--- src/core/spn_pkg.sv ---
// package for the serial port: register map, field positions, modes and timing
// assumes a 40 MHz system clock and an ahb-lite register bus
package spn_pkg;

    // register byte offsets
    localparam logic [7:0] SPN_CTRL_OFS = 8'h00;
    localparam logic [7:0] SPN_BUF_OFS  = 8'h04;
    localparam logic [7:0] SPN_STAT_OFS = 8'h08;

    // control register fields
    localparam int SPN_MODE_LSB  = 0;
    localparam int SPN_REN_BIT   = 2;
    localparam int SPN_MPC_BIT   = 3;
    localparam int SPN_TB8_BIT   = 4;
    localparam int SPN_RB8_BIT   = 5;
    localparam int SPN_TDONE_BIT = 6;
    localparam int SPN_RDONE_BIT = 7;
    localparam int SPN_SLOW_BIT  = 8;

    localparam logic [8:0] SPN_CTRL_RST = 9'h000;

    // oscillator cycles per serial state (one machine cycle here)
    localparam int          SPN_OSC_HZ      = 40000000;
    localparam logic [3:0]  SPN_CNT_LAST    = 4'hf;
    localparam logic [3:0]  SPN_VOTE_A      = 4'h7;
    localparam logic [3:0]  SPN_VOTE_B      = 4'h8;
    localparam logic [3:0]  SPN_VOTE_C      = 4'h9;
    localparam logic [8:0]  SPN_RX_ASYNC_INIT = 9'h1ff;
    localparam logic [7:0]  SPN_RX_SYNC_INIT  = 8'hfe;
    localparam logic [3:0]  SPN_SYNC_BITS   = 4'h8;

    typedef enum logic [1:0] {
        SPN_MODE_SHIFT = 2'b00,
        SPN_MODE_RSVD  = 2'b01,
        SPN_MODE_FIXED = 2'b10,
        SPN_MODE_TIMER = 2'b11
    } spn_mode_t;

endpackage

--- src/core/spn_if.sv ---
// interface carrying the register strobes between the bus slave and the serial core
// assumes a single clock domain
interface spn_if;
    logic       buf_wr;
    logic [7:0] buf_wdata;
    logic       buf_rd;
    modport bus  (output buf_wr, output buf_wdata, output buf_rd);
    modport core (input buf_wr, input buf_wdata, input buf_rd);
endinterface

--- src/core/spn_rate.sv ---
// bit-rate tick generator: gives one pulse per 1/16 bit time
// assumes timer overflow pulses are already on the system clock
module spn_rate
    import spn_pkg::*;
(
    // clock and reset
    input  wire logic       clk_in,
    input  wire logic       rst_in,
    // control
    input  wire logic [1:0] mode_in,
    input  wire logic       slow_in,
    input  wire logic       tmr_ovf_in,
    // tick out
    output logic            tick_out
);
    logic tog_ff;

    // fixed mode divides by two once more when slow is set (1/16 or 1/32 of osc)
    always_ff @(posedge clk_in) begin
        if (rst_in) begin
            tog_ff <= 1'b0;
        end else begin
            tog_ff <= ~tog_ff;
        end
    end

    always_comb begin
        if (mode_in == SPN_MODE_TIMER) begin
            tick_out = tmr_ovf_in;
        end else if (slow_in) begin
            tick_out = tog_ff;
        end else begin
            tick_out = 1'b1;
        end
    end
endmodule

--- src/core/spn_top.sv ---
// serial port with shift-register mode and nine-bit asynchronous modes
// assumes rxd pin asynchronous; timer overflow pulse on clk_in; one ahb-lite master
// ------------------------------------------------------------
// Summary of operation
// - shift mode: eight bits lsb first, clock osc/2
// - buffer write loads marker, send after cycle
// - send drives data and clock, shift right
// - marker left of msb: last shift, done
// - rx starts when enabled and flag clear
// - shift left on falling, rising-edge sample
// - zero marker leftmost: last shift, store
// - frame: start, eight data, ninth, stop
// - send tx ninth bit, store rx ninth
// - fixed rate osc/16 or /32, timer rate
// - start send after next counter rollover
// - start bit, data, stop inserted on shift
// - ninth out, stop left: done flag set
// - sample x16, falling edge resets counter
// - vote two of three mid samples
// - false start bit abandons the frame
// - nine-bit receive register, final shift
// - store only if flag clear and address
// - resume hunting one bit time later
// - stop bit value ignored
// - shift mode ignores multiprocessor compare
// ------------------------------------------------------------
//
// The placing of the registers and the AHB-Lite slave port are this design's own decisions.
module spn_top
    import spn_pkg::*;
(
    // clock and reset
    input  wire logic        clk_in,
    input  wire logic        rst_in,
    // ahb-lite slave
    input  wire logic        hsel_in,
    input  wire logic [31:0] haddr_in,
    input  wire logic [1:0]  htrans_in,
    input  wire logic        hwrite_in,
    input  wire logic [2:0]  hsize_in,
    input  wire logic [31:0] hwdata_in,
    input  wire logic        hready_in,
    output logic [31:0]      hrdata_out,
    output logic             hreadyout_out,
    output logic             hresp_out,
    // timer overflow pulse
    input  wire logic        tmr_ovf_in,
    // serial pins: data line is two-way, clock line output
    input  wire logic        rxd_in,
    output logic             rxd_out,
    output logic             rxd_oe_out,
    output logic             txd_out
);
    spn_if rif ();

    // ------------------------------------------------------------
    // bus slave
    // ------------------------------------------------------------
    logic        ph_ff;
    logic        ph_wr_ff;
    logic [7:0]  ph_adr_ff;
    logic [8:0]  ctrl_ff;
    logic [7:0]  rbuf_ff;
    logic [31:0] hrdata_ff;
    logic        ctl_wr;
    logic        set_tdone;
    logic        set_rdone;
    logic        rb8_val;
    logic        send_ff;
    logic        rx_busy_ff;
    logic [8:0]  nxt_ctrl;

    // bit-order swap: both receive registers fill from the right, lsb first
    function automatic logic [7:0] rev8(input logic [7:0] v);
        logic [7:0] r;
        for (int i = 0; i < 8; i++) begin
            r[i] = v[7 - i];
        end
        return r;
    endfunction

    always_ff @(posedge clk_in) begin
        if (rst_in) begin
            ph_ff     <= 1'b0;
            ph_wr_ff  <= 1'b0;
            ph_adr_ff <= 8'h00;
        end else if (hready_in) begin
            ph_ff     <= hsel_in & htrans_in[1];
            ph_wr_ff  <= hwrite_in;
            ph_adr_ff <= haddr_in[7:0];
        end
    end

    assign ctl_wr         = ph_ff & ph_wr_ff & (ph_adr_ff == SPN_CTRL_OFS);
    assign rif.buf_wr     = ph_ff & ph_wr_ff & (ph_adr_ff == SPN_BUF_OFS);
    assign rif.buf_wdata  = hwdata_in[7:0];
    assign rif.buf_rd     = ph_ff & ~ph_wr_ff & (ph_adr_ff == SPN_BUF_OFS);
    assign hreadyout_out  = 1'b1;
    assign hresp_out      = 1'b0;

    // read data registered at the address phase; unmapped reads return zero
    always_ff @(posedge clk_in) begin
        if (rst_in) begin
            hrdata_ff <= 32'h0;
        end else if (hready_in && hsel_in && htrans_in[1] && !hwrite_in) begin
            unique case (haddr_in[7:0])
                SPN_CTRL_OFS: hrdata_ff <= {23'h0, nxt_ctrl};
                SPN_BUF_OFS:  hrdata_ff <= {24'h0, rbuf_ff};
                SPN_STAT_OFS: hrdata_ff <= {30'h0, rx_busy_ff, send_ff};
                default:      hrdata_ff <= 32'h0;
            endcase
        end
    end
    assign hrdata_out = hrdata_ff;

    // control: hardware set wins over software clear of the done flags;
    // reads see the next value so a read right after a write is not stale
    always_comb begin
        nxt_ctrl = ctrl_ff;
        if (ctl_wr) begin
            nxt_ctrl = hwdata_in[8:0];
        end
        if (set_tdone) begin
            nxt_ctrl[SPN_TDONE_BIT] = 1'b1;
        end
        if (set_rdone) begin
            nxt_ctrl[SPN_RDONE_BIT] = 1'b1;
            nxt_ctrl[SPN_RB8_BIT]   = rb8_val;
        end
    end

    always_ff @(posedge clk_in) begin
        if (rst_in) begin
            ctrl_ff <= SPN_CTRL_RST;
        end else begin
            ctrl_ff <= nxt_ctrl;
        end
    end

    wire [1:0] mode  = ctrl_ff[SPN_MODE_LSB +: 2];
    wire       sync  = (mode == SPN_MODE_SHIFT);
    wire       ren   = ctrl_ff[SPN_REN_BIT];
    wire       rdone = ctrl_ff[SPN_RDONE_BIT];
    wire       mpc   = ctrl_ff[SPN_MPC_BIT] & ~sync;

    // ------------------------------------------------------------
    // rate and pin synchroniser
    // ------------------------------------------------------------
    logic tick;
    logic rxd_s1_ff;
    logic rxd_s2_ff;
    logic rxd_d_ff;

    spn_rate u_rate (
        .clk_in     (clk_in),
        .rst_in     (rst_in),
        .mode_in    (mode),
        .slow_in    (ctrl_ff[SPN_SLOW_BIT]),
        .tmr_ovf_in (tmr_ovf_in),
        .tick_out   (tick)
    );

    always_ff @(posedge clk_in) begin
        if (rst_in) begin
            rxd_s1_ff <= 1'b1;
            rxd_s2_ff <= 1'b1;
            rxd_d_ff  <= 1'b1;
        end else begin
            rxd_s1_ff <= rxd_in;
            rxd_s2_ff <= rxd_s1_ff;
            rxd_d_ff  <= rxd_s2_ff;
        end
    end

    // ------------------------------------------------------------
    // transmitter
    // ------------------------------------------------------------
    logic       data_ff;
    logic       pend_ff;
    logic [8:0] tsr_ff;
    logic [3:0] tcnt_ff;
    logic       sclk_ff;
    logic       txo_ff;
    logic       first_ff;
    wire        troll = tick & (tcnt_ff == SPN_CNT_LAST);

    // tx divide-by-16 counter free runs so bit times align to it
    always_ff @(posedge clk_in) begin
        if (rst_in) begin
            tcnt_ff <= 4'h0;
        end else if (tick) begin
            tcnt_ff <= tcnt_ff + 4'h1;
        end
    end

    always_ff @(posedge clk_in) begin
        if (rst_in) begin
            send_ff   <= 1'b0;
            data_ff   <= 1'b0;
            pend_ff   <= 1'b0;
            first_ff  <= 1'b0;
            tsr_ff    <= 9'h000;
            sclk_ff   <= 1'b1;
            set_tdone <= 1'b0;
        end else begin
            set_tdone <= 1'b0;
            if (rif.buf_wr) begin
                // ninth position: marker in shift mode, tx ninth bit otherwise
                tsr_ff  <= {sync | ctrl_ff[SPN_TB8_BIT], rif.buf_wdata};
                pend_ff <= 1'b1;
            end else if (sync) begin
                if (pend_ff) begin
                    pend_ff  <= 1'b0;
                    send_ff  <= 1'b1;
                    sclk_ff  <= 1'b0;
                    first_ff <= 1'b1;
                end else if (send_ff) begin
                    sclk_ff <= ~sclk_ff;
                    // shift on the pin's falling edge; the first fall comes before bit 0 is taken
                    if (!sclk_ff) begin
                        if (first_ff) begin
                            first_ff <= 1'b0;
                        end else begin
                            tsr_ff <= {1'b0, tsr_ff[8:1]};
                            if (tsr_ff[8:1] == 8'h01) begin
                                send_ff   <= 1'b0;
                                set_tdone <= 1'b1;
                            end
                        end
                    end
                end else if (rx_busy_ff) begin
                    sclk_ff <= ~sclk_ff;
                end else begin
                    sclk_ff <= 1'b1;
                end
            end else begin
                if (pend_ff && troll) begin
                    pend_ff  <= 1'b0;
                    send_ff  <= 1'b1;
                    data_ff  <= 1'b0;
                    first_ff <= 1'b1;
                end else if (send_ff && troll) begin
                    if (!data_ff) begin
                        data_ff <= 1'b1;
                    end else if (tsr_ff[8:1] == 8'h01 && !first_ff) begin
                        send_ff   <= 1'b0;
                        data_ff   <= 1'b0;
                        set_tdone <= 1'b1;
                        tsr_ff    <= 9'h000;
                    end else begin
                        tsr_ff   <= {first_ff, tsr_ff[8:1]};
                        first_ff <= 1'b0;
                    end
                end
            end
        end
    end

    // ------------------------------------------------------------
    // receiver
    // ------------------------------------------------------------
    logic       rx_arm_ff;
    logic       rx_tail_ff;
    logic [8:0] rsr_ff;
    logic [3:0] rcnt_ff;
    logic [2:0] vote_ff;
    logic       rstart_ff;
    logic       rsamp_ff;
    wire        voted = (vote_ff[0] & vote_ff[1]) | (vote_ff[1] & vote_ff[2])
                      | (vote_ff[0] & vote_ff[2]);

    always_ff @(posedge clk_in) begin
        if (rst_in) begin
            rx_busy_ff <= 1'b0;
            rx_arm_ff  <= 1'b0;
            rx_tail_ff <= 1'b0;
            rstart_ff  <= 1'b0;
            rsamp_ff   <= 1'b0;
            rsr_ff     <= 9'h000;
            rcnt_ff    <= 4'h0;
            vote_ff    <= 3'h0;
            rbuf_ff    <= 8'h00;
            set_rdone  <= 1'b0;
            rb8_val    <= 1'b0;
        end else begin
            set_rdone <= 1'b0;
            if (sync) begin
                if (!rx_busy_ff && !rx_arm_ff && ren && !rdone && !send_ff && !pend_ff
                    && !set_rdone) begin
                    rx_arm_ff <= 1'b1;
                end else if (rx_arm_ff) begin
                    rx_arm_ff  <= 1'b0;
                    rsr_ff     <= {1'b0, SPN_RX_SYNC_INIT};
                    rx_busy_ff <= 1'b1;
                    // synchroniser lag: two falls pass before bit 0 is sampled
                    rstart_ff  <= 1'b1;
                    rx_tail_ff <= 1'b1;
                end else if (rx_busy_ff) begin
                    if (sclk_ff) begin
                        rsamp_ff <= rxd_s2_ff;
                    end else if (rstart_ff) begin
                        rstart_ff <= 1'b0;
                    end else if (rx_tail_ff) begin
                        rx_tail_ff <= 1'b0;
                    end else begin
                        rsr_ff <= {1'b0, rsr_ff[6:0], rsamp_ff};
                        if (!rsr_ff[7]) begin
                            rbuf_ff    <= rev8({rsr_ff[6:0], rsamp_ff});
                            rx_busy_ff <= 1'b0;
                            set_rdone  <= 1'b1;
                            rb8_val    <= ctrl_ff[SPN_RB8_BIT];
                        end
                    end
                end
            end else if (!rx_busy_ff) begin
                if (rxd_d_ff && !rxd_s2_ff) begin
                    rx_busy_ff <= 1'b1;
                    rstart_ff  <= 1'b1;
                    rcnt_ff    <= 4'h0;
                    rsr_ff     <= SPN_RX_ASYNC_INIT;
                end
            end else if (tick) begin
                rcnt_ff <= rcnt_ff + 4'h1;
                if (rcnt_ff == SPN_VOTE_A) vote_ff[0] <= rxd_s2_ff;
                if (rcnt_ff == SPN_VOTE_B) vote_ff[1] <= rxd_s2_ff;
                if (rcnt_ff == SPN_VOTE_C) vote_ff[2] <= rxd_s2_ff;
                if (rcnt_ff == SPN_CNT_LAST) begin
                    if (rx_tail_ff) begin
                        rx_tail_ff <= 1'b0;
                        rx_busy_ff <= 1'b0;
                    end else if (rstart_ff && voted) begin
                        rx_busy_ff <= 1'b0;
                        rstart_ff  <= 1'b0;
                    end else if (!rsr_ff[8]) begin
                        // start bit leftmost: no shift here, this vote is the ninth bit
                        rx_tail_ff <= 1'b1;
                        if (!rdone && (!mpc || voted)) begin
                            rbuf_ff   <= rev8(rsr_ff[7:0]);
                            rb8_val   <= voted;
                            set_rdone <= 1'b1;
                        end
                    end else begin
                        rstart_ff <= 1'b0;
                        rsr_ff    <= {rsr_ff[7:0], voted};
                    end
                end
            end
        end
    end

    // ------------------------------------------------------------
    // pin drive
    // ------------------------------------------------------------
    always_ff @(posedge clk_in) begin
        if (rst_in) begin
            txo_ff <= 1'b1;
        end else if (sync) begin
            txo_ff <= (send_ff | rx_busy_ff) ? sclk_ff : 1'b1;
        end else if (send_ff) begin
            txo_ff <= data_ff ? tsr_ff[0] : 1'b0;
        end else begin
            txo_ff <= 1'b1;
        end
    end

    assign txd_out    = txo_ff;
    assign rxd_out    = tsr_ff[0];
    assign rxd_oe_out = sync & send_ff;
endmodule

--- config.mk ---
export PLATFORM = sky130hd
export DESIGN_NAME = spn_top
export DESIGN_NICKNAME = d
export VERILOG_FILES = /design/src/core/spn_pkg.sv /design/src/core/spn_if.sv /design/src/core/spn_rate.sv /design/src/core/spn_top.sv
export SDC_FILE = /design/constraint.sdc
export NUM_CORES = 1
export LEC_CHECK = 0
export BUFFER_PORTS_ARGS = -buffer_cell sky130_fd_sc_hd__buf_4
export CORE_AREA = 2 2 93 95
export CTS_BUF_LIST = sky130_fd_sc_hd__clkbuf_4
export DETAILED_ROUTE_END_ITERATION = 8
export DIE_AREA = 0 0 95 97
export PLACE_DENSITY = 0.78
export RECOVER_POWER = 25
export REMOVE_ABC_BUFFERS = 1
export SYNTH_ARGS = -nofsm -noshare
export SYNTH_HDL_FRONTEND = slang
export SYNTH_SLANG_ARGS = --single-unit
--- constraint.sdc ---
create_clock -name clk_in -period 4.27 [get_ports clk_in]
set_clock_uncertainty 0.2 [all_clocks]
set_input_delay 0 -clock clk_in [delete_from_list [all_inputs] [get_ports clk_in]]
set_output_delay 0 -clock clk_in [all_outputs]
set_load 0.05 [all_outputs]
==> results of run 1 <==
[registers in the layout, summed over array words and instances (netlist names), 3 cells and up]
signal,flops
vote_ff,3
rbuf_ff,8
ctrl_ff,9
ph_adr_ff,8
tcnt_ff,4
hrdata_out,9
rcnt_ff,4
tsr_ff,9
rsr_ff,9
[layout make-up]
type                    count  share of cell area, %
clock buffers               9                   1.35
well taps                 105                   2.63
repair buffers             88                   14.9
flip-flops and latches     83                   33.3
multi-input cells         354                   45.7
inverters                   9                  0.676
clock inverters             7                   1.50
[stage by stage]
stage | setup WS (ns) | std cells | hold WS (ns)
finish | 1.01 | 655 | 0.0397
detailed placement | 1.52 | 588 | -0.0119
floorplan | 1.82 | 446 | -0.133
CTS | 1.35 | 655 | 0.00254
global placement | 1.60 | 588 | -0.0105
global route | 0.867 | 655 | 0.0673
[metal layers]
metal / up-vias / GRT usage (%) / part of all wire, %
met2: 168 / 40.3 / 50
li1: 1824 / - / -
met5: - / 0 / 0
met3: 25 / 4.36 / 6.4
met1: 1859 / 28.8 / 42
met4: 0 / 8.03 / 1.9
[Yosys cell counts (3+ instances only)]
library cell and n:
a21oi_1 22, and3_1 5, ha_1 4, o21ai_0 13, dfxtp_1 83, nor4_1 5, nand4_1 4, mux2i_1 29
nand3_1 10, o22ai_1 7, a31oi_1 15, inv_1 9, mux2_2 4, nand2_1 41, buf_4 25, xor2_1 3
or2_2 4, nor2_1 53, a22o_1 5, clkbuf_1 14, nor2b_1 9, nor3_1 12, or3_1 5, nand4b_1 4
a311oi_1 11, buf_1 4, a211o_1 4, o221a_1 7, buf_2 8, mux2_1 7
[critical path: stages (launching register included)]
cell,delay (ns)
dfxtp_1,0.54
or2_0,1.16
o32ai_1,0.24
a31oi_2,0.63
mux2_2,0.41
[worst paths after layout]
kind                                  from            end  depth (start not counted)
worst max register to register  ctrl_ff[1]      tsr_ff[2]                          4
worst min-delay path             hready_in  hrdata_out[7]                          4
worst min register to register   rxd_s1_ff      rxd_s2_ff                          1
worst max-delay path            ctrl_ff[1]      tsr_ff[2]                          4
[power breakdown]
part	internal [W]	switching [W]	total, W
Combinational	0.0000569	0.0000948	0.000152
Clock	0.000181	0.000295	0.000477
Sequential	0.000785	0.00000692	0.000791
[logic make-up (layout without fill, tap and decap cells)]
logic type | Yosys count | after routing | synth area share, %
AO/OA/AOI/OAI | 111 | 111 | 19.9
XOR/XNOR | 5 | 5 | 1.04
adder cells (fa/ha/maj) | 5 | 5 | 1.43
buffers and inverters | 62 | 113 | 8.35
flip-flops | 83 | 83 | 39.5
multiplexers | 40 | 40 | 9.84
other | 2 | 25 | 0.178
AND/OR/NAND/NOR | 168 | 168 | 19.8
==> impl_metrics.toml, run 1 <==
[outcome]
outcome = "finished clean"

[yosys]
synth_edf_count = 0
postSynth.asyncResetShare_pct = 0
synth-seq-cells = 83
netlist_instances = 476
synth_flop_cell = "dfxtp_1"
seq_area_frac_synth_pct = 39.5
syn_area_um2 = 4210
yosys-top-cells-area = "dfxtp_1 (39%), mux2i_1 (6.9%), nor2_1 (4.7%)"
synth.distinct_cells = 65
yosysTopAreaCell = "dfxtp_1"
avgSynthCellArea_um2 = 8.85
ys_warn_count = 0
synth_top_area_share_pct = 39.5

[power]
vdd_drop_max_mv = 0.166
p_per_area_nw_per_um2 = 284
p_leak_nw = 1.85
p_total_w = 0.00142

[setup_path]
crit_path_max_fanout = 27
rrSetupSlack_ns = 1.01
critPathLaunchType = "flop"
path_class = "reg -> reg"
cp.required_ns = 4.43
cp-end-kind = "flop"
cp.arrival_ns = 3.42

[clock_tree]
cts_setup_buffers = 0
cts.clk_slew.worst_paths_ns = 0.14
cts_repair_resize_count = 0
cts_htree_levels = 3
hold_buffers = 51
clockBufferDepth = 2
clock-sinks = 83
tritoncts = "done"
cts_root_buf = "clkbuf_4"
clk_latency_ns = 0.46
numCtsBuffers = 9

[floorplanning]
ios = 113
die_area_um2 = 9220
rows = 33
core_um2 = 8130
die_y_um = 97
die_width_um = 95
initial_utilization_pct = 51.8

[place]
io_buffers = 36
place.gp.congestion = 0.914
place_area_um2 = 4390
dp_hpwl_um = 6680

[sta]
setup_violations = 0
rsz0062_at_grt = "false"
period_share_pct = 76.4
finalCriticalPeriod_ns = 3.26
max_freq_ghz = 0.307
finalHoldViolations = 0
slew_viol_final = 0
relSlewSlack_pct = 1.07
fin_setup_tns_ns = 0
tightest_slew_ns = 1.48

[cells_and_area]
final_cell_mix = "dfxtp_1 (83), nor2_1 (53), dlygate4sd3_1 (51)"
fin_area_um2 = 5000
final_common_cell = "dfxtp_1"
areaGrowthSynthToFinish_pct = 18.7
num_antenna_cells = 0
final_nets = 625
drive_above_1_share_pct = 10.5
final_core_util_pct = 61.4
num-fill-cells = 650
seq_area_um2 = 1660
multiInputGateArea_um2 = 2280

[routing]
finalWirelength_um = 10900
detail-route-antenna-nets = 0
vias = 3876
remaining_drc_errors = 0
post_drt_wl_per_cell_um = 16.7
first_iter_violations = 341
viasPerCell = 5.92
drt_pass1_iterations = 5

[grt]
antenna_found_initial = 0
grt_pass1_wl_um = 17300
grt_start_max_net_pins = 78
grt_overflow = 0
grt_pass1_vias = 3707
gr-usage-all-layers_pct = 23.4

[job]
maxCapViolCount = 0

[worst_hold_path]
hold_path.class = "in -> reg"
No activity file was read; power rests on OpenSTA's default activity.
==> run 2, diff against run 1 <==
- clock period: 4.27 -> 3.02 ns (I/O delays scaled with it)
==> run 2 against run 1 <==
The run now ends with capacitance limit, slew limit left. Core utilization rose by 0.15 points. Sequential power rose by 42%. Largest power group unchanged. First-iteration DRC count rose by 12%.
==> impl_metrics.toml, run 2 (synthesis gave the netlist of run 1 again) <==
[outcome]
outcome = "complete, but fails checks"
violations = "capacitance limit, slew limit"

[floorplanning]
die_area_um2 = 9220
core_um2 = 8130
initial_utilization_pct = 51.8
die_width_um = 95
rows = 33
ios = 113
die_y_um = 97

[grt]
top_usage_layer = "met2"
gr-usage-all-layers_pct = 23.8
grt_pass1_wl_um = 17600
grtUsageMet3_pct = 5.69
grt_pass1_vias = 3568
antenna_found_initial = 0
grt_start_max_net_pins = 78
grt_overflow = 0
use_met2_pct = 38.7
gr-usage-met1_pct = 30.7

[cells_and_area]
num_antenna_cells = 0
final_nets = 627
areaGrowthSynthToFinish_pct = 19.0
num-fill-cells = 649
drive_above_1_share_pct = 11.6
final_common_cell = "dfxtp_1"
final_cell_mix = "dfxtp_1 (83), nor2_1 (53), dlygate4sd3_1 (49)"

[clock_tree]
cts_root_buf = "clkbuf_4"
tritoncts = "done"
clock-sinks = 83
cts.clk_slew.worst_paths_ns = 0.15
clk_latency_ns = 0.45
numCtsBuffers = 9
cts_htree_levels = 3
clockBufferDepth = 2

[sta]
fin_setup_tns_ns = 0
setup_violations = 0
tightest_slew_ns = 1.53
finalCriticalPeriod_ns = 2.80
rsz0062_at_grt = "false"
hold_ws_ns = 0.0789
relSlewSlack_pct = -2.00
max_freq_ghz = 0.357
slew_viol_final = 78
period_share_pct = 92.8
finalHoldViolations = 0

[routing]
first_iter_violations = 383
remaining_drc_errors = 0
drt_pass1_iterations = 5
viasPerCell = 5.84
finalWirelength_um = 10800
detail-route-antenna-nets = 0
vias = 3840
post_drt_wl_per_cell_um = 16.4

[setup_path]
critPathLaunchType = "flop"
path_class = "reg -> reg"
cp.arrival_ns = 2.97
crit_path_max_fanout = 11
cp.required_ns = 3.18
cp-end-kind = "flop"

[power]
p_leak_nw = 1.86
seqPwrFrac_pct = 55.8
p_sw_share_pct = 27.9
p_per_area_nw_per_um2 = 400
share_comb_of_total_power_pct = 10.7
vdd_drop_max_mv = 0.272
p_total_w = 0.00201
internal-power_w = 0.00145
pwr-share-clk_pct = 33.5
p_sw_w = 0.000559

[worst_hold_path]
hold_path.class = "in -> reg"

[place]
dp_hpwl_um = 6690
io_buffers = 36
place.gp.congestion = 0.922

[job]
maxCapViolCount = 1
==> run 2: cell types whose count changed in the layout (fill, tap and decap cells not counted) <==
cell and delta:
or2_1 +1, clkbuf_2 +1, dlygate4sd3_1 -2, buf_4 +4, and4_2 +1, or2_0 -1, and4_1 -1, clkbuf_1 -1
==> run 2: path summary, 6_finish.rpt <==
kind / depth (start not counted) / slack (ns) / start / to
max: 6 / 0.22 / ph_adr_ff[4] / tsr_ff[7]
min reg2reg: 1 / 0.23 / u_rate.tog_ff / u_rate.tog_ff
max reg2reg: 6 / 0.22 / ph_adr_ff[4] / tsr_ff[7]
min: 4 / 0.08 / hready_in / hrdata_out[7]
==> run 2: layout make-up <==
class                           count  area [µm²]  share of cell area, %
Clock buffer                        9        67.6                   1.35
Clock inverter                      7        75.1                   1.50
Sequential cell                    83        1660                   33.2
Tap cell                          105         131                   2.62
Inverter                            9        33.8                  0.674
Timing Repair Buffer               90         754                   15.1
Multi-Input combinational cell    354        2280                   45.6
==> run 2: critical path, stage by stage (launching register included) <==
cell and delay (ns):
dfxtp_1 0.35, nor4_1 0.45, and4_2 0.54, mux2i_1 0.24, nor2_1 0.05, dlygate4sd3_1 0.61, mux2_1 0.27
==> run 2: power groups by stage <==
stage | logic [W] | clock network [W] | registers [W]
after detailed placement | 0.000159 | 0 | 0.00114
after global placement | 0.000157 | 0 | 0.00114
after floorplan | 0.000103 | 0 | 0.00114
after global routing | 0.000228 | 0.000725 | 0.00112
final | 0.000215 | 0.000671 | 0.00112
after CTS | 0.000207 | 0.000676 | 0.00112
==> run 2: layer usage <==
layer	part of all wire [%]	routed length, µm	up-vias
li1	-	-	1832
met1	43	4670	1805
met2	48	5190	170
met3	6.5	695	33
met4	2.0	210	0
met5	0	0	-
==> run 2: timing repair <==
| item | in CTS | in global routing |
|---|---|---|
| setup endpoints to repair | 0 | 1 |
| buffers inserted | 0 | 0 |
| hold buffers | 49 | 0 |
| endpoints found under the hold margin | 53 | 0 |
| resized for setup | 0 | 1 |
==> run 2: per-stage QoR <==
step	cell area (µm²)	util (%)	setup slack (ns)	cells
after CTS	5050	62.1	0.226	657
after global routing	5010	61.6	0.0758	657
final	5010	61.6	0.216	657
after detailed placement	4420	54.3	0.453	592
after global placement	4420	54.3	0.542	592
after floorplan	3980	-	0.571	446
